`config.mk`:
```
export PLATFORM = sky130hd
export DESIGN_NAME = iap_flash_mailbox_control
export DESIGN_NICKNAME = d
export VERILOG_FILES = /design/src/hw/iap_pkg.sv /design/src/hw/iap_flash_mailbox_control.sv /design/src/hw/iap_sync3.sv /design/src/hw/iap_target_sel.sv
export SDC_FILE = /design/constraint.sdc
export NUM_CORES = 1
export LEC_CHECK = 0
export BUFFER_PORTS_ARGS = -buffer_cell sky130_fd_sc_hd__buf_4
export CORE_ASPECT_RATIO = 2
export CORE_MARGIN = 2
export CORE_UTILIZATION = 55
export CTS_CLUSTER_SIZE = 30
export DETAILED_ROUTE_END_ITERATION = 12
export GPL_TIMING_DRIVEN = 1
export PLACE_DENSITY = 0.95
export SYNTH_ARGS = -nofsm -noshare
export SYNTH_HDL_FRONTEND = slang
export SYNTH_SLANG_ARGS = --single-unit
```
`constraint.sdc`:
```
create_clock -name clk_sys -period 7.6 [get_ports clk_sys]
set_input_delay 0.76 -clock clk_sys [delete_from_list [all_inputs] [get_ports clk_sys]]
set_output_delay 0.76 -clock clk_sys [all_outputs]
set_load 0.01 [all_outputs]
```
`src/hw/iap_pkg.sv`:
```
/*
 * Shared constants for the flash mailbox controller: register offsets,
 * field positions, command codes, signature addresses and FSM states.
 * Assumes a single 125 MHz system clock and an AXI4-Lite register bus.
 */
`default_nettype none
package iap_pkg;
    // ****************************************************************
    // Register map, byte addresses on the 32-bit bus.
    // ****************************************************************
    localparam int unsigned ADDR_W = 8;
    localparam logic [7:0] OFF_CONFIG = 8'h00;
    localparam logic [7:0] OFF_STATUS = 8'h04;
    localparam logic [7:0] OFF_COMMAND = 8'h08;
    localparam logic [7:0] OFF_ADDR_LOW = 8'h0c;
    localparam logic [7:0] OFF_ADDR_HIGH = 8'h10;
    localparam logic [7:0] OFF_DATA = 8'h14;
    localparam logic [1:0] RESP_OKAY = 2'h0;
    localparam logic [1:0] RESP_SLVERR = 2'h2;
    // ****************************************************************
    // Field positions and reset values.
    // ****************************************************************
    localparam int unsigned CFG_IAP_EN_BIT = 6;
    localparam logic [1:0] BANK_NONE = 2'h0;
    localparam int unsigned STATUS_BUSY_BIT = 2;
    localparam int unsigned CMD_IRQ_BIT = 7;
    localparam logic [7:0] REG_RESET = 8'h00;
    // ****************************************************************
    // Command codes in the low seven bits of the command register.
    // ****************************************************************
    localparam logic [6:0] CMD_CHIP_ERASE = 7'h01;
    localparam logic [6:0] CMD_BLOCK_ERASE = 7'h0d;
    localparam logic [6:0] CMD_SECTOR_ERASE = 7'h0b;
    localparam logic [6:0] CMD_BYTE_PROGRAM = 7'h0e;
    localparam logic [6:0] CMD_BYTE_VERIFY = 7'h0c;
    localparam logic [6:0] CMD_SIGNATURE = 7'h0a;
    // ****************************************************************
    // Signature and bank geometry.
    // ****************************************************************
    localparam logic [7:0] SIG_MAKER_ADDR = 8'h30;
    localparam logic [7:0] SIG_DEVICE_ADDR = 8'h31;
    localparam logic [7:0] OVERLAY_LIMIT_HIGH = 8'h20;
    localparam logic [2:0] BLK1_SELECT = 3'h7;
    localparam logic [1:0] SRC_BLOCK0 = 2'h0;
    localparam logic [1:0] SRC_BLOCK1 = 2'h1;
    localparam logic [1:0] SRC_EXTERNAL = 2'h2;
    typedef enum logic [1:0] {
        IAP_IDLE = 2'b00,
        IAP_START = 2'b01,
        IAP_WAIT = 2'b11,
        IAP_FINISH = 2'b10
    } iap_state_t;
endpackage
`default_nettype wire

```
`src/hw/iap_flash_mailbox_control.sv`:
```
/*
 * Flash mailbox sequencer: AXI4-Lite register file, command acceptance,
 * target selection, flash operation sequencing and completion signalling.
 * Assumes a flash array port that answers flash_req with a one-cycle
 * flash_done, and a CPU core on the same clock that reports fetch source.
 */
`default_nettype none
module iap_flash_mailbox_control #(
    parameter logic [7:0] MAKER_ID = 8'h5a, // Arbitrary value.
    parameter logic [7:0] DEVICE_ID = 8'h3c // Arbitrary value.
) (
    input wire logic clk_sys,
    input wire logic reset_n,
    input wire logic [7:0] s_axi_awaddr,
    input wire logic s_axi_awvalid,
    output logic s_axi_awready,
    input wire logic [31:0] s_axi_wdata,
    input wire logic [3:0] s_axi_wstrb,
    input wire logic s_axi_wvalid,
    output logic s_axi_wready,
    output logic [1:0] s_axi_bresp,
    output logic s_axi_bvalid,
    input wire logic s_axi_bready,
    input wire logic [7:0] s_axi_araddr,
    input wire logic s_axi_arvalid,
    output logic s_axi_arready,
    output logic [31:0] s_axi_rdata,
    output logic [1:0] s_axi_rresp,
    output logic s_axi_rvalid,
    input wire logic s_axi_rready,
    input wire logic external_access_pin,
    input wire logic [1:0] fetch_src,
    input wire logic [1:0] block_lock,
    output logic flash_req,
    output logic [6:0] flash_op,
    output logic flash_block,
    output logic [15:0] flash_addr,
    output logic [7:0] flash_wdata,
    input wire logic flash_done,
    input wire logic [7:0] flash_rdata,
    output logic [1:0] block_busy,
    output logic overlay_active,
    output logic osc_enable,
    output logic external_interrupt_one,
    output logic int_one_pin_released
);
    // ****************************************************************
    // Reset release and pin synchronisation.
    // ****************************************************************
    logic rst_meta;
    logic rst_n;
    logic ea_internal;

    // Reset asserts at once and releases after two clock edges.
    always_ff @(posedge clk_sys or negedge reset_n) begin
        if (!reset_n) begin
            rst_meta <= 1'b0;
            rst_n <= 1'b0;
        end else begin
            rst_meta <= 1'b1;
            rst_n <= rst_meta;
        end
    end

    iap_sync3 u_ea_sync (
        .clk_sys(clk_sys),
        .rst_n(rst_n),
        .async_in(external_access_pin),
        .sync_out(ea_internal)
    );

    // ****************************************************************
    // Mailbox registers and sequencer state.
    // ****************************************************************
    logic [7:0] flash_config_reg;
    logic [7:0] flash_command_reg;
    logic [7:0] flash_addr_low_reg;
    logic [7:0] flash_addr_high_reg;
    logic [7:0] flash_data_reg;
    logic busy;
    iap_pkg::iap_state_t state;
    iap_pkg::iap_state_t next_state;
    logic overlay;
    logic tgt_block;
    logic tgt_valid;

    iap_target_sel u_target (
        .fetch_src(fetch_src),
        .ea_internal(ea_internal),
        .bank_sel(flash_config_reg[1:0]),
        .addr_high(flash_addr_high_reg),
        .overlay(overlay),
        .tgt_block(tgt_block),
        .tgt_valid(tgt_valid)
    );

    // ****************************************************************
    // AXI4-Lite write channel.
    // ****************************************************************
    logic aw_held;
    logic w_held;
    logic [7:0] aw_addr;
    logic [31:0] w_data;
    logic [3:0] w_strb;
    wire logic write_go = aw_held && w_held && !s_axi_bvalid;
    wire logic wr_low_lane = w_strb[0];
    wire logic wr_config = write_go && (aw_addr == iap_pkg::OFF_CONFIG);
    wire logic wr_command = write_go && (aw_addr == iap_pkg::OFF_COMMAND);
    wire logic wr_addr_low = write_go && (aw_addr == iap_pkg::OFF_ADDR_LOW);
    wire logic wr_addr_high = write_go &&
        (aw_addr == iap_pkg::OFF_ADDR_HIGH);
    wire logic wr_data = write_go && (aw_addr == iap_pkg::OFF_DATA);
    wire logic wr_mapped = wr_config || wr_command || wr_addr_low ||
        wr_addr_high || wr_data ||
        (aw_addr == iap_pkg::OFF_STATUS);

    // Address and data are captured independently, in either order.
    always_ff @(posedge clk_sys or negedge rst_n) begin
        if (!rst_n) begin
            aw_held <= 1'b0;
            w_held <= 1'b0;
            aw_addr <= 8'h00;
            w_data <= 32'h0000_0000;
            w_strb <= 4'h0;
        end else begin
            if (s_axi_awvalid && s_axi_awready) begin
                aw_held <= 1'b1;
                aw_addr <= s_axi_awaddr;
            end else if (write_go) begin
                aw_held <= 1'b0;
            end
            if (s_axi_wvalid && s_axi_wready) begin
                w_held <= 1'b1;
                w_data <= s_axi_wdata;
                w_strb <= s_axi_wstrb;
            end else if (write_go) begin
                w_held <= 1'b0;
            end
        end
    end

    // Ready is offered while the slot is empty; response after both.
    always_ff @(posedge clk_sys or negedge rst_n) begin
        if (!rst_n) begin
            s_axi_awready <= 1'b0;
            s_axi_wready <= 1'b0;
            s_axi_bvalid <= 1'b0;
            s_axi_bresp <= iap_pkg::RESP_OKAY;
        end else begin
            s_axi_awready <= !aw_held && !(s_axi_awvalid && s_axi_awready);
            s_axi_wready <= !w_held && !(s_axi_wvalid && s_axi_wready);
            if (write_go) begin
                s_axi_bvalid <= 1'b1;
                s_axi_bresp <= wr_mapped ? iap_pkg::RESP_OKAY :
                    iap_pkg::RESP_SLVERR;
            end else if (s_axi_bready) begin
                s_axi_bvalid <= 1'b0;
            end
        end
    end

    // ****************************************************************
    // Command acceptance.
    // ****************************************************************
    wire logic [6:0] cmd_code = w_data[6:0];
    wire logic iap_enabled = flash_config_reg[iap_pkg::CFG_IAP_EN_BIT];
    wire logic is_chip = cmd_code == iap_pkg::CMD_CHIP_ERASE;
    wire logic is_sig = cmd_code == iap_pkg::CMD_SIGNATURE;
    wire logic is_verify = cmd_code == iap_pkg::CMD_BYTE_VERIFY;
    wire logic is_prog_erase = (cmd_code == iap_pkg::CMD_BLOCK_ERASE) ||
        (cmd_code == iap_pkg::CMD_SECTOR_ERASE) ||
        (cmd_code == iap_pkg::CMD_BYTE_PROGRAM);
    // Chip erase only from external execution and ignores block locks.
    wire logic chip_ok = is_chip && !ea_internal;
    wire logic block_ok = (is_prog_erase || is_verify) && tgt_valid &&
        !block_lock[tgt_block];
    wire logic cmd_accept = wr_command && wr_low_lane && !busy &&
        iap_enabled && (chip_ok || block_ok || is_sig);
    wire logic needs_osc = is_chip || is_prog_erase;
    wire logic mailbox_free = wr_low_lane && !busy;

    // Mailbox registers: config writes land at any time; the others only while idle.
    always_ff @(posedge clk_sys or negedge rst_n) begin
        if (!rst_n) begin
            flash_config_reg <= iap_pkg::REG_RESET;
            flash_command_reg <= iap_pkg::REG_RESET;
            flash_addr_low_reg <= iap_pkg::REG_RESET;
            flash_addr_high_reg <= iap_pkg::REG_RESET;
        end else begin
            if (wr_config && wr_low_lane) begin
                flash_config_reg <= w_data[7:0];
            end
            if (cmd_accept) begin
                flash_command_reg <= w_data[7:0];
            end
            if (wr_addr_low && mailbox_free) begin
                flash_addr_low_reg <= w_data[7:0];
            end
            if (wr_addr_high && mailbox_free) begin
                flash_addr_high_reg <= w_data[7:0];
            end
        end
    end

    // ****************************************************************
    // Operation sequencer.
    // ****************************************************************
    wire logic [6:0] op_code = flash_command_reg[6:0];
    wire logic op_sig = op_code == iap_pkg::CMD_SIGNATURE;
    wire logic op_verify = op_code == iap_pkg::CMD_BYTE_VERIFY;
    wire logic [7:0] sig_byte =
        (flash_addr_low_reg == iap_pkg::SIG_MAKER_ADDR) ? MAKER_ID :
        (flash_addr_low_reg == iap_pkg::SIG_DEVICE_ADDR) ? DEVICE_ID :
        8'h00;

    // Next state of the sequencer.
    always_comb begin
        next_state = state;
        case (state)
            iap_pkg::IAP_IDLE: begin
                if (cmd_accept) begin
                    next_state = iap_pkg::IAP_START;
                end
            end
            iap_pkg::IAP_START: begin
                next_state = op_sig ? iap_pkg::IAP_FINISH :
                    iap_pkg::IAP_WAIT;
            end
            iap_pkg::IAP_WAIT: begin
                if (flash_done) begin
                    next_state = iap_pkg::IAP_FINISH;
                end
            end
            default: begin
                next_state = iap_pkg::IAP_IDLE;
            end
        endcase
    end

    // State, busy flag and the data mailbox.
    always_ff @(posedge clk_sys or negedge rst_n) begin
        if (!rst_n) begin
            state <= iap_pkg::IAP_IDLE;
            busy <= 1'b0;
            flash_data_reg <= iap_pkg::REG_RESET;
        end else begin
            state <= next_state;
            busy <= (next_state != iap_pkg::IAP_IDLE);
            if (state == iap_pkg::IAP_START && op_sig) begin
                flash_data_reg <= sig_byte;
            end else if (state == iap_pkg::IAP_WAIT && flash_done &&
                op_verify) begin
                flash_data_reg <= flash_rdata;
            end else if (wr_data && mailbox_free) begin
                flash_data_reg <= w_data[7:0];
            end
        end
    end

    // ****************************************************************
    // Flash array port and core-facing outputs.
    // ****************************************************************
    // One request pulse per accepted array operation; the fields hold.
    always_ff @(posedge clk_sys or negedge rst_n) begin
        if (!rst_n) begin
            flash_req <= 1'b0;
            flash_op <= 7'h00;
            flash_block <= 1'b0;
            flash_addr <= 16'h0000;
            flash_wdata <= 8'h00;
            block_busy <= 2'h0;
            osc_enable <= 1'b0;
        end else begin
            flash_req <= (state == iap_pkg::IAP_START) && !op_sig;
            if (cmd_accept) begin
                flash_op <= cmd_code;
                flash_block <= tgt_block;
                flash_addr <= {flash_addr_high_reg, flash_addr_low_reg};
                flash_wdata <= flash_data_reg;
                // Chip erase stalls both blocks and signature neither; otherwise only the target stalls fetch.
                block_busy <= is_chip ? 2'h3 :
                    is_sig ? 2'h0 : (tgt_block ? 2'h2 : 2'h1);
                osc_enable <= needs_osc;
            end else if (next_state == iap_pkg::IAP_IDLE) begin
                block_busy <= 2'h0;
                osc_enable <= 1'b0;
            end
        end
    end

    // Completion interrupt, overlay state and pin release to the core.
    always_ff @(posedge clk_sys or negedge rst_n) begin
        if (!rst_n) begin
            external_interrupt_one <= 1'b0;
            int_one_pin_released <= 1'b0;
            overlay_active <= 1'b0;
        end else begin
            external_interrupt_one <= (state == iap_pkg::IAP_FINISH) &&
                flash_command_reg[iap_pkg::CMD_IRQ_BIT];
            int_one_pin_released <= iap_enabled &&
                flash_command_reg[iap_pkg::CMD_IRQ_BIT];
            overlay_active <= overlay;
        end
    end

    // ****************************************************************
    // AXI4-Lite read channel.
    // ****************************************************************
    wire logic rd_config = s_axi_araddr == iap_pkg::OFF_CONFIG;
    wire logic rd_status = s_axi_araddr == iap_pkg::OFF_STATUS;
    wire logic rd_command = s_axi_araddr == iap_pkg::OFF_COMMAND;
    wire logic rd_addr_low = s_axi_araddr == iap_pkg::OFF_ADDR_LOW;
    wire logic rd_addr_high = s_axi_araddr == iap_pkg::OFF_ADDR_HIGH;
    wire logic rd_data = s_axi_araddr == iap_pkg::OFF_DATA;
    wire logic [7:0] status_byte = 8'(busy) << iap_pkg::STATUS_BUSY_BIT;
    wire logic [7:0] rd_byte = rd_config ? flash_config_reg :
        rd_status ? status_byte :
        rd_command ? flash_command_reg :
        rd_addr_low ? flash_addr_low_reg :
        rd_addr_high ? flash_addr_high_reg :
        rd_data ? flash_data_reg : 8'h00;
    wire logic rd_mapped = rd_config || rd_status || rd_command ||
        rd_addr_low || rd_addr_high || rd_data;

    // One read at a time; data holds until taken.
    always_ff @(posedge clk_sys or negedge rst_n) begin
        if (!rst_n) begin
            s_axi_arready <= 1'b0;
            s_axi_rvalid <= 1'b0;
            s_axi_rdata <= 32'h0000_0000;
            s_axi_rresp <= iap_pkg::RESP_OKAY;
        end else begin
            s_axi_arready <= !s_axi_rvalid && !s_axi_arready;
            if (s_axi_arvalid && s_axi_arready) begin
                s_axi_rvalid <= 1'b1;
                s_axi_rdata <= {24'h000000, rd_byte};
                s_axi_rresp <= rd_mapped ? iap_pkg::RESP_OKAY :
                    iap_pkg::RESP_SLVERR;
            end else if (s_axi_rready) begin
                s_axi_rvalid <= 1'b0;
            end
        end
    end
endmodule
`default_nettype wire

```
`src/hw/iap_sync3.sv`:
```
/*
 * Three-stage input synchroniser with agreement filter.
 * Assumes the input is asynchronous to clk_sys.
 */
`default_nettype none
module iap_sync3 (
    input wire logic clk_sys,
    input wire logic rst_n,
    input wire logic async_in,
    output logic sync_out
);
    logic stage_a;
    logic stage_b;
    logic stage_c;

    // The first stage feeds only the second; the output moves once the
    // second and third stages agree.
    always_ff @(posedge clk_sys or negedge rst_n) begin
        if (!rst_n) begin
            stage_a <= 1'b0;
            stage_b <= 1'b0;
            stage_c <= 1'b0;
            sync_out <= 1'b0;
        end else begin
            stage_a <= async_in;
            stage_b <= stage_a;
            stage_c <= stage_b;
            if (stage_b == stage_c) begin
                sync_out <= stage_c;
            end
        end
    end
endmodule
`default_nettype wire

```
`src/hw/iap_target_sel.sv`:
```
/*
 * Combinational target-block selection for a mailbox command.
 * Assumes fetch_src, bank selection and address are stable on the clock.
 */
`default_nettype none
module iap_target_sel (
    input wire logic [1:0] fetch_src,
    input wire logic ea_internal,
    input wire logic [1:0] bank_sel,
    input wire logic [7:0] addr_high,
    output logic overlay,
    output logic tgt_block,
    output logic tgt_valid
);
    logic low_8k;
    logic ext_blk1;
    logic ext_blk0;
    logic src_visible;

    // Block 1 sits over the lowest 8 KByte only with the overlay on.
    assign overlay = ea_internal && (bank_sel != iap_pkg::BANK_NONE);
    assign low_8k = addr_high < iap_pkg::OVERLAY_LIMIT_HIGH;
    assign ext_blk1 = (overlay && low_8k) ||
        (addr_high[7:5] == iap_pkg::BLK1_SELECT);
    assign ext_blk0 = !ext_blk1 && !addr_high[7];

    // Internal code always aims at the other block; external code by address.
    assign tgt_block = (fetch_src == iap_pkg::SRC_BLOCK0) ? 1'b1 :
        (fetch_src == iap_pkg::SRC_BLOCK1) ? 1'b0 :
        ext_blk1;

    // Hidden code may not originate a block program, erase or verify; a hidden target is fine.
    assign src_visible = (fetch_src == iap_pkg::SRC_BLOCK0) ? ea_internal :
        (fetch_src == iap_pkg::SRC_BLOCK1) ? overlay :
        (fetch_src == iap_pkg::SRC_EXTERNAL);
    assign tgt_valid = src_visible &&
        ((fetch_src != iap_pkg::SRC_EXTERNAL) || ext_blk1 || ext_blk0);
endmodule
`default_nettype wire

```
# Word-level counts from Yosys, hierarchy flattened
# Index checks and enable logic that the tools add are counted.
# word_totals
regBits,124
latch_bits,0
ram_bits,0
romBits,0
in_bits,73
out_inout_bits,80
word_cells,183
n_memories,0
# op_classes
addsub,0
mul,0
div_mod_pow,0
n_lt_le_gt_ge,2
n_eq_ne,28
n_shift,0
mux,37
bitwise_logic,0
n_reduce_logical,80
# op_table
cell,n
$mux W8,9
$eq A7 B4 Y1 const B,7
$logic_and A1 B1 Y1,35
$eq A8 B4 Y1 const B,4
$eq A8 B5 Y1 const B,4
$logic_or A1 B1 Y1,19
$mux W2,9
$eq A8 B3 Y1 const B,2
$eq A8 B6 Y1 const B,2
$logic_not A8 Y1,2
$mux W1,16
$reduce_bool A2 Y1,7
$logic_not A1 Y1,13
$lt A8 B6 Y1 const B,1
$eq A7 B1 Y1 const B,1
$mux W7,1
$eq A2 B2 Y1 const B,3
$logic_not A2 Y1,3
$mux W6,1
$pmux W2 S3,1
$eq A2 B1 Y1 const B,2
$eq A3 B3 Y1 const B,1
$reduce_bool A3 Y1,1
$lt A1 B2 Y1 const B,1
2 further kinds,2

# Longest topological paths before layout
# Gate-level depths: netlist (run 1).
# logic_depth
word_depth,18
depth_mapped,8
depth_no_buf,5

# Hierarchy
# From an unflattened synthesis (run 1), not the netlist that was laid out.
# unflattened
hier_cells,431
area_unflattened_um2,5346.4
# by_module_without_submodules
module,instances,cells_per_inst,area_each_um2,seq_area_each_um2
iap_flash_mailbox_control,1,416,5165.0,2777.7
iap_sync3,1,5,111.4,100.1
iap_target_sel,1,10,70.1,0.0

# Least setup slack after synthesis (run 1)
# OpenSTA, ideal clock, no wires.
# synth_path
path_type,flip-flop to flip-flop
from,register aw_addr[0]
to,register flash_addr[0]
setup_time_ns,0.125
arrival_ns,2.278
required_time_ns,7.475
slack_ns,5.197
path_stages_with_launch,8
path_buffers,2
period_less_slack_ns,2.403
cell_sequence,dfrtp_1 or4_4 nor4_4 nand3_1 o41a_1 buf_2 buf_6 mux2_4
# synth_via
elab_chain_cells,6
# synth_rtl
item,line,source
start: declaration,iap_flash_mailbox_control.sv:102,logic [7:0] aw_addr;
start signal: assignment,iap_flash_mailbox_control.sv:128,aw_addr <= s_axi_awaddr;
$eq A8 B4 Y1,iap_flash_mailbox_control.sv:108,wire logic wr_command = write_go && (aw_addr == iap_pkg::OFF_COMMAND);
$logic_and A1 B1 Y1,iap_flash_mailbox_control.sv:108,
$logic_and A1 B1 Y1 (3 in a row),iap_flash_mailbox_control.sv:177,wire logic cmd_accept = wr_command && wr_low_lane && !busy &&
$logic_and A1 B1 Y1,iap_flash_mailbox_control.sv:178,iap_enabled && (chip_ok || block_ok || is_sig);
end signal: assignment,iap_flash_mailbox_control.sv:278,"flash_addr <= {flash_addr_high_reg, flash_addr_low_reg};"
end: declaration,iap_flash_mailbox_control.sv:37,"output logic [15:0] flash_addr,"
# Every way passes these cells.
# A chain may end at the register's enable or synchronous reset.

# Final worst setup path (run 1)
# layout_path
from,register flash_addr_high_reg[5]
to,register flash_addr[3]
# layout_via
elab_chain_cells,12
word_cells_on_any_way,19
cone_classes,1 x order compare; 1 x eq/ne; 4 x mux; 13 x reduce/logical
# layout_rtl
item,line,source
start: declaration,iap_flash_mailbox_control.sv:78,logic [7:0] flash_addr_high_reg;
start signal: assignment,iap_flash_mailbox_control.sv:188,flash_addr_high_reg <= iap_pkg::REG_RESET;
start signal: assignment,iap_flash_mailbox_control.sv:200,flash_addr_high_reg <= w_data[7:0];
$lt A8 B6 Y1,iap_target_sel.sv:22,assign low_8k = addr_high < iap_pkg::OVERLAY_LIMIT_HIGH;
$logic_and A1 B1 Y1,iap_target_sel.sv:23,assign ext_blk1 = (overlay && low_8k) ||
$logic_or A1 B1 Y1 (*),iap_target_sel.sv:23,
$mux W1 or $logic_not A1 Y1 (tied branches),"iap_target_sel.sv:29, iap_target_sel.sv:25",
$mux W1 or $logic_and A1 B1 Y1 (tied branches),"iap_target_sel.sv:28, iap_target_sel.sv:25",
$mux W1 (implied by the code) or $logic_or A1 B1 Y1 (tied branches),"iap_flash_mailbox_control.sv:176, iap_target_sel.sv:37",
$mux W1 (implied by the code) or $logic_and A1 B1 Y1 (tied branches),"iap_flash_mailbox_control.sv:176, iap_target_sel.sv:36",
$logic_not A1 Y1 or $logic_and A1 B1 Y1 (tied branches),"iap_flash_mailbox_control.sv:176, iap_flash_mailbox_control.sv:175",
$logic_and A1 B1 Y1 (*),iap_flash_mailbox_control.sv:175,wire logic block_ok = (is_prog_erase || is_verify) && tgt_valid &&
$logic_or A1 B1 Y1 (*) (2 in a row),iap_flash_mailbox_control.sv:178,
$logic_and A1 B1 Y1 (*),iap_flash_mailbox_control.sv:178,
# Mark *: on every way between the ends. The rest lies on a longest branch, timed or not. The select of a mux whose other input is x is not followed.

==> results of run 1 <==
[stage by stage]
stage	utilization	setup WS, ns	power [mW]	area (um2)	cells
global placement	0.637	4.64	1.11	5940	606
CTS	0.709	4.60	2.03	6610	638
detailed placement	0.637	4.56	1.13	5940	606
floorplan	-	4.16	1.01	5350	449
finish	0.709	4.58	2.03	6610	638
global route	0.709	4.43	2.11	6610	638
[worst max-delay path, stage by stage, from the launching register on]
cell and delay [ns]:
dfrtp_1 0.46, or3_1 0.42, o211ai_1 0.44, a21boi_0 0.18, o41a_2 0.92, mux2_1 0.47
[power breakdown]
part	switching [mW]	internal [mW]	total, mW	leakage, nW
Sequential	0.152	0.702	0.854	1.51
Clock	0.266	0.629	0.894	0.331
Combinational	0.130	0.151	0.281	1.47
Total	0.548	1.48	2.03	3.31
[synthesized netlist by cell type (4+ instances only)]
cell type  instances  area share
a21oi_1           10      0.0095
and2_1             5      0.0059
buf_4             33       0.047
clkbuf_1          11      0.0079
dfrtp_1          115        0.55
inv_1              9      0.0064
mux2_2            63        0.13
mux2_4            10       0.029
mux2i_1           22       0.042
nand2_1           35       0.025
nand2b_1           4      0.0048
nand3_1            7      0.0067
nand3b_1           4      0.0057
nor2_1             7      0.0050
nor3_1             4      0.0038
nor4_1             7      0.0083
o21ai_0           15       0.014
o22ai_1            6      0.0071
o311ai_0           4      0.0067
o31ai_1            4      0.0057
[path summary, 6_finish.rpt]
kind | startpoint | endpoint | slack (ns) | cells past startpoint
min in group clk_sys | rst_meta | rst_n | 0.35 | 0
max in group asynchronous | rst_n | flash_wdata[3] | 6.00 | 1
max reg2reg | flash_addr_high_reg[5] | flash_addr[3] | 4.58 | 5
max | flash_addr_high_reg[5] | flash_addr[3] | 4.58 | 5
min | reset_n | rst_n | 0.13 | 1
min reg2reg | rst_meta | rst_n | 0.35 | 0
[routing by layer]
| layer | vias up | share of wire |
|---|---|---|
| li1 | 1663 | - |
| met1 | 1887 | 0.32 |
| met2 | 248 | 0.54 |
| met3 | 87 | 0.060 |
| met4 | 0 | 0.073 |
| met5 | - | 0 |
[cell type report]
| cell class | count | area share |
|---|---|---|
| clock inverters | 11 | 0.0311 |
| inverters | 9 | 0.00511 |
| well taps | 104 | 0.0197 |
| multi-input cells | 276 | 0.322 |
| flip-flops and latches | 115 | 0.436 |
| clock buffers | 21 | 0.0697 |
| repair buffers | 102 | 0.116 |
[placed cells by master (no fill, tap or decap), types with 5 or more instances in the layout]
master | Yosys | layout
mux2i_1 | 22 | 22
a21oi_1 | 10 | 10
dfrtp_1 | 115 | 114
nor4_1 | 7 | 6
conb_1 | 2 | 27
nand2_1 | 35 | 35
buf_4 | 33 | 102
mux2_4 | 10 | 10
nor2_1 | 7 | 7
o22ai_1 | 6 | 6
clkbuf_16 | 0 | 17
nand3_1 | 7 | 7
bufinv_16 | 0 | 6
mux2_2 | 63 | 63
and2_1 | 5 | 5
o21ai_0 | 15 | 15
clkinv_2 | 0 | 5
inv_1 | 9 | 9
[cells by family (layout without fill, tap and decap cells)]
group / Yosys count / after routing
other cells: 2 / 27
compound gates: 56 / 56
xor+xnor: 2 / 2
simple gates: 93 / 93
mux: 97 / 97
fa+ha+maj: 1 / 1
buf+inv: 58 / 143
flops: 115 / 115
==> run metrics, run 1 <==
post-synthesis cell type count 50; Slew @ Worst Pin 1.23 ns; met1 usage in global routing 0.284; Root Driver clkbuf_16; DRT Pass-1 Iters 7; Setup TNS 0 ns; area fraction in compound gates after synthesis 0.0697; Post-synth ARST share 1.00; clock buffer depth 2; Worst setup SP type flop; Vias between 3000 and 4000; ant diodes 0; Die H around 140 um; port bufs between 90 and 100; simple-gate share of the synthesized area 0.0964; Initial Utilization 0.564; Hold Buf Count CTS 0; TritonCTS clock tree built; Lkg Pwr around 3.3 nW; Req. time, crit path 7.89 ns; sequential area share after synthesis 0.547; full die area between 10000 and 15000 um2; largest net degree at the start of global routing 59; Syn. warnings 0; P&R area growth vs syn 25.6%; Top Usage Layer GRT met2; First DRT Iteration DRCs 270; Worst Path Max Fanout 38; layout cell share with drive strength beyond 1 0.401; Max Cap Violations 0; cts bufs inserted 17; core region area 9320 um2; Slew Viols, Final 0; Setup CP Type flop to flop; Clock Skews 0.00676 ns; HP Class input port to async pin; flops & latches, synth 115; wirelength, routed 13600 um; GR Util met2 0.475; final period utilization 0.398; Setup Buffers After CTS 0; Synth Instances between 400 and 500; largest family of logic cells by synthesized area multiplexers; fraction of synthesized cell area in xor and xnor cells 0.00333; storage element area slightly below 3000 um2; Most flops, register flash_addr; most used flip-flop cell after synthesis dfrtp_1; hold slack between 0.1 and 0.15 ns; Finish-stage setup viols 0; number of synthesized flops with an enable pin 0; Antenna Violating Nets Remaining 0; first-pass GRT wire length roughly 21000 um; GR Util All Layers 0.277; wire per inst 21.3 um; average cell area after synthesis 12.4 um2; GR Overflow Total 0; Worst VDD drop 0.000233 V; post_cts resized 0; RSZ-0062 raised after global routing false; clk sinks 115; adder-cell share of the synthesized area 0.00190; HPWL Detailed roughly 9100 um; synthesized cell area about 5300 um2; vias in the first global route 4133; Cell Pwr Density ~300 nW/um2; Die X roughly 73 um; Largest register FFs 16; H-tree depth 4; Worst-Skew Late Latency 0.41 ns; I/O pin cnt 153; Fin. Hold Viols 0; headroom to the max-slew limit 0.171; post-layout min period about 3 ns; Worst setup EP type flop; Arr. time, crit path 3.31 ns; Max Clock Freq approximately 330 MHz; mux cell area share after synthesis 0.212; Fillers 600; routability cong. 0.913; area of the multi-input gates around 2100 um2; status completed; CTS clk-pin slew, worst paths approximately 0.05 ns; residual DRC count 0; GR Layer Usage met3 0.0708; Cell Rows 50; initial antenna violation count 0; post-DR vias/cell 6.09; number of nets in the layout approximately 590
(Power assumes the default switching activity.)
==> inputs of run 2 (changes only) <==
Settings changed: CORE_UTILIZATION 55 to 52, PLACE_DENSITY 0.95 to 0.91.
Clock period 7.6 ns to 3.1 ns, I/O delays scaled along.
==> run metrics, run 2 (synthesis gave the netlist of run 1 again) <==
status completed (unchanged); Seq pwr share 0.423 (was 0.421); Req. time, crit path 3.38 ns (was 7.89 ns); Pint 3.44 mW (was 1.48 mW); Top Usage Layer GRT met2 (unchanged); Worst-Skew Late Latency 0.41 ns (about the same); GR Util met2 0.406 (was 0.475); H-tree depth 4 (unchanged); post_cts resized 0 (unchanged); HP Class input port to flop (was input port to async pin); HPWL Detailed 8950 um (was 9130 um); headroom to the max-slew limit 0.432 (was 0.171); residual DRC count 0 (unchanged); Arr. time, crit path 2.89 ns (was 3.31 ns); post-layout min period 2.61 ns (was 3.02 ns); commonest non-fill, non-tap cell in the layout dfrtp_1 (unchanged); Most flops, register flash_addr (unchanged); post-DR vias/cell 5.59 (was 6.09); GR Layer Usage met3 0.0718 (was 0.0708); ant diodes 0 (unchanged); Max Cap Violations 0 (unchanged); wirelength, routed 12900 um (was 13600 um); Die X 75.1 um (was 73.1 um); first-pass GRT wire length 20100 um (was 21300 um); Setup TNS 0 ns (unchanged); CTS clk-pin slew, worst paths 0.05 ns (about the same); met1 usage in global routing 0.288 (was 0.284); hold slack 0.0730 ns (was 0.128 ns); Die H 146 um (was 142 um); Worst Path Max Fanout 23 (was 38); post-layout util 0.670 (was 0.709); Initial Utilization 0.528 (was 0.564); DRT Pass-1 Iters 4 (was 7); final period utilization 0.841 (was 0.398); wire per inst 18.9 um (was 21.3 um); hold path depth 2; commonest non-fill, non-tap cells in the layout dfrtp_1, buf_4, mux2_2, nand2_1, conb_1 (unchanged); cts bufs inserted 17 (unchanged); layout cell share with drive strength beyond 1 0.408 (was 0.401); Cell Pwr Density 717 nW/um2 (was 307 nW/um2); I/O pin cnt 153 (unchanged); GR Overflow Total 0 (unchanged); initial antenna violation count 0 (unchanged); port bufs 99 (unchanged); Setup crit start flash_addr_high_reg[5] (unchanged); GR Util All Layers 0.249 (was 0.277); Reg-to-Reg Start flash_addr_high_reg[5] (unchanged); Clk network pwr share 0.411 (was 0.441); R2R setup slack 0.49 ns (was 4.58 ns); Root Driver clkbuf_16 (unchanged); Psw 1.34 mW (was 0.548 mW); Worst setup EP type flop (unchanged); Worst R2R Path Depth 6 (was 5); First DRT Iteration DRCs 350 (was 270); routability cong. 0.902 (was 0.913); Max Clock Freq 384 MHz (was 331 MHz); Comb power frac 0.167 (was 0.138); crit path capture flash_addr[3] (unchanged); Finish-stage setup viols 0 (unchanged); Cell Rows 52 (was 50); Worst VDD drop 0.000601 V (was 0.000233 V); full die area 11000 um2 (was 10400 um2); Slew @ Worst Pin 0.851 ns (was 1.23 ns); Lkg Pwr 3.33 nW (was 3.31 nW); Net Sw Frac 0.280 (was 0.270); vias in the first global route 3920 (was 4133); Vias 3806 (was 3885); core region area 9950 um2 (was 9320 um2); Worst setup SP type flop (unchanged); Fin. Hold Viols 0 (unchanged); Largest register FFs 16 (unchanged); clk sinks 115 (unchanged); Slew Viols, Final 0 (unchanged); largest net degree at the start of global routing 68 (was 59); clock buffer depth 2 (unchanged); RSZ-0062 raised after global routing false (unchanged); Clock Skews 0.00957 ns (was 0.00676 ns); Power, Total 4.79 mW (was 2.03 mW); Antenna Violating Nets Remaining 0 (unchanged); P&R area growth vs syn 26.9% (was 25.6%); Setup CP Type flop to flop (unchanged); TritonCTS clock tree built (unchanged); worst reg2reg endpoint flash_addr[3] (unchanged); number of nets in the layout 606 (was 594)
==> run 2: cell types whose count changed in the layout (fill, tap and decap cells not counted) <==
cell,before,now
buf_4,102,112
bufinv_16,6,3
clkinvlp_4,0,2
dlygate4sd3_1,0,2
a211oi_1,2,3
a211oi_2,1,0
clkbuf_8,2,3
==> run 2: cell type report <==
| cell class | count | area (um2) |
|---|---|---|
| fillers | 729 | 3280 |
| flip-flops and latches | 115 | 2880 |
| multi-input cells | 276 | 2120 |
| repair buffers | 114 | 861 |
| clock buffers | 22 | 474 |
| well taps | 135 | 169 |
| clock inverters | 10 | 130 |
| inverters | 9 | 33.8 |
==> run 2: metal layers <==
metal  part of all wire  up-vias
li1                   -     1692
met1               0.36     1881
met2               0.53      190
met3              0.066       43
met4              0.041        0
met5                  0        -
==> run 2: worst min path at each step <==
| stage | slack (ns) | end | start |
|---|---|---|---|
| global route | 0.07 | s_axi_bvalid | s_axi_bready |
| finish | 0.07 | s_axi_bvalid | s_axi_bready |
| floorplan | 0.01 | rst_meta | reset_n |
| detailed placement | 0.09 | rst_meta | reset_n |
| CTS | 0.07 | s_axi_awready | s_axi_awvalid |
| global placement | 0.09 | rst_meta | reset_n |
==> run 2: metrics by stage <==
step | instances | cell area (um2) | setup WS, ns
2_1_floorplan | 449 | 5350 | 0.697
6_report | 681 | 6670 | 0.494
3_5_place_dp | 647 | 6050 | 0.542
3_3_place_gp | 647 | 6050 | 0.598
4_1_cts | 681 | 6670 | 0.510
5_1_grt | 681 | 6670 | 0.393
==> run 2: power groups by stage <==
stage,sequential (mW),clock [mW],combinational [mW]
5_1_grt,2.04,2.05,0.867
3_5_place_dp,2.02,0,0.776
2_1_floorplan,1.94,0,0.535
3_3_place_gp,2.01,0,0.744
6_report,2.02,1.97,0.797
4_1_cts,2.01,1.99,0.799
==> run 2: critical path, cell delays in order (launching register included) <==
cell	delay, ns
dfrtp_1	0.46
or3_1	0.40
o211ai_1	0.32
a21boi_0	0.18
o41a_2	0.52
buf_4	0.24
mux2_1	0.34
==> run 2: repair_timing <==
item                       CTS  global route
buffers inserted             0             0
setup endpoints to repair    0             0
hold buffers                 2             0
hold endpoints to repair     3             0
==> inputs of run 3 (changes only) <==
Clock period 3.1 ns to 2.52 ns, I/O delays scaled along.
==> run metrics, run 3 (synthesis gave the netlist of run 1 again) <==
Psw 1.68 mW (was 1.34 mW); full die area 11000 um2 (unchanged); DRT Pass-1 Iters 5 (was 4); clock buffer depth 2 (unchanged); Comb power frac 0.191 (was 0.167); Finish-stage setup viols 0 (unchanged); Max Clock Freq 410 MHz (was 384 MHz); crit-path cells o21ai_1 -> o211ai_1 -> buf_4 -> buf_4 -> and3_1 -> o41a_2 -> buf_12 -> mux2_1 (was or3_1 -> o211ai_1 -> a21boi_0 -> o41a_2 -> buf_4 -> mux2_1); Clk network pwr share 0.396 (was 0.411); Die X 75.1 um (unchanged); Antenna Violating Nets Remaining 0 (unchanged); Setup CP Type flop to flop (unchanged); port bufs 99 (unchanged); post-layout min period 2.44 ns (was 2.61 ns); crit-path max cell delay 0.54 ns (was 0.52 ns); Root Driver clkbuf_16 (unchanged); RSZ-0062 raised after global routing false (unchanged); TritonCTS clock tree built (unchanged); Cell Rows 52 (unchanged); status completed (unchanged); Worst setup SP type flop (unchanged); HP Class input port to flop (unchanged); Fin. Hold Viols 0 (unchanged); most repeated library cell on the critical path buf_4; Slew @ Worst Pin 0.754 ns (was 0.851 ns); post-DR vias/cell 5.64 (was 5.59); Clock Skews 0.00810 ns (was 0.00957 ns); cts bufs inserted 17 (unchanged); wirelength, routed 13500 um (was 12900 um); HPWL Detailed 9040 um (was 8950 um); I/O pin cnt 153 (unchanged); core region area 9950 um2 (unchanged); commonest non-fill, non-tap cells in the layout buf_4, dfrtp_1, mux2_2, nand2_1, conb_1 (was dfrtp_1, buf_4, mux2_2, nand2_1, conb_1); hold slack 0.0216 ns (was 0.0730 ns); Worst R2R Path Depth 8 (was 6); Die H 146 um (unchanged); Cell Pwr Density 862 nW/um2 (was 717 nW/um2); Placed Cells 659 (was 647); Worst-Skew Late Latency 0.42 ns (was 0.41 ns); Max Cap Violations 0 (unchanged); Worst VDD drop 0.000754 V (was 0.000601 V); final non-filler cell area 6790 um2 (was 6670 um2); P&R area growth vs syn 29.1% (was 26.9%); initial antenna violation count 0 (unchanged); headroom to the max-slew limit 0.497 (was 0.432); First DRT Iteration DRCs 296 (was 350); number of nets in the layout 619 (was 606); CTS clk-pin slew, worst paths 0.05 ns (about the same); hold path depth 2 (unchanged); residual DRC count 0 (unchanged); H-tree depth 4 (unchanged); ant diodes 0 (unchanged); Worst Path Max Fanout 23 (unchanged); final period utilization 0.969 (was 0.841); Net Sw Frac 0.287 (was 0.280); post-layout util 0.682 (was 0.670); first-pass GRT wire length 21300 um (was 20100 um); Initial Utilization 0.528 (unchanged); Layout Cells excl Fill 692 (was 681); commonest non-fill, non-tap cell in the layout buf_4 (was dfrtp_1); Largest register FFs 16 (unchanged); Most flops, register flash_addr (unchanged); placed cell areas 6180 um2 (was 6050 um2); wire per inst 19.5 um (was 18.9 um); Arr. time, crit path 2.74 ns (was 2.89 ns); GR Util All Layers 0.263 (was 0.249); slowest stage cell, crit path o41a_2 (unchanged); Vias 3905 (was 3806); Pint 4.17 mW (was 3.44 mW); Slew Viols, Final 0 (unchanged); largest net degree at the start of global routing 45 (was 68); routability cong. 0.917 (was 0.902); Seq pwr share 0.413 (was 0.423); vias in the first global route 4160 (was 3920); layout cell share with drive strength beyond 1 0.425 (was 0.408); clk sinks 115 (unchanged); Worst setup EP type flop (unchanged); Req. time, crit path 2.82 ns (was 3.38 ns); Lkg Pwr 3.39 nW (was 3.33 nW); GR Overflow Total 0 (unchanged); Fillers 668 (was 729)
run 3: critical path, delay by kind of cell (launching register included):
kind | cells | cell delay, ns
compound gates | 3 | 0.95
buf+inv | 3 | 0.49
flops | 1 | 0.38
mux | 1 | 0.32
simple gates | 1 | 0.18
run 3: area by class of cell:
class,count,area [um2],share of cell area
clock inverter,9,106,0.0157
timing repair buffer,127,996,0.147
clock buffer,21,470,0.0693
inverter,9,33.8,0.00497
multi-input combinational,276,2130,0.314
tap,135,169,0.0249
sequential,115,2880,0.424
run 3: layer usage:
layer / share of wire / wire [um] / vias up / GRT usage
li1: - / - / 1713 / -
met1: 0.35 / 4700 / 1924 / 0.296
met2: 0.53 / 7130 / 215 / 0.429
met3: 0.080 / 1080 / 53 / 0.101
met4: 0.045 / 604 / 0 / 0.122
met5: 0 / 0 / - / 0
run 3: power groups by stage:
stage	Clock, mW	Sequential, mW	Combinational, mW
2_1_floorplan	0	2.38	0.658
3_3_place_gp	0	2.40	1.02
3_5_place_dp	0	2.43	1.07
4_1_cts	2.35	2.41	1.10
5_1_grt	2.43	2.45	1.21
6_report	2.32	2.42	1.12
run 3: repair_timing:
| action | in CTS | in global routing |
|---|---|---|
| gates resized for setup | 1 | 3 |
| pin swaps | 0 | 2 |
| hold buffers | 2 | 0 |
| hold endpoints to repair | 3 | 0 |
| buffers inserted | 0 | 1 |
| setup endpoints to repair | 3 | 2 |
run 3: path summary, 6_finish.rpt:
check	start	to	slack (ns)
worst max-delay path	flash_config_reg[1]	flash_addr[3]	0.08
worst min-delay path	s_axi_awvalid	s_axi_awready	0.02
worst max register to register	flash_config_reg[1]	flash_addr[3]	0.08
worst min register to register	rst_n	u_ea_sync.stage_a	0.34
max in group asynchronous	rst_n	flash_addr[0]	1.54
min in group asynchronous	reset_n	rst_n	0.16
run 3: metrics by stage:
stage	power [mW]	setup slack (ns)	setup TNS (ns)
6_report	5.85	0.0784	0
5_1_grt	6.08	0.00715	0
4_1_cts	5.85	0.0331	0
3_5_place_dp	3.49	-0.00872	-0.0143
3_3_place_gp	3.43	0.00941	0
2_1_floorplan	3.04	0.117	0
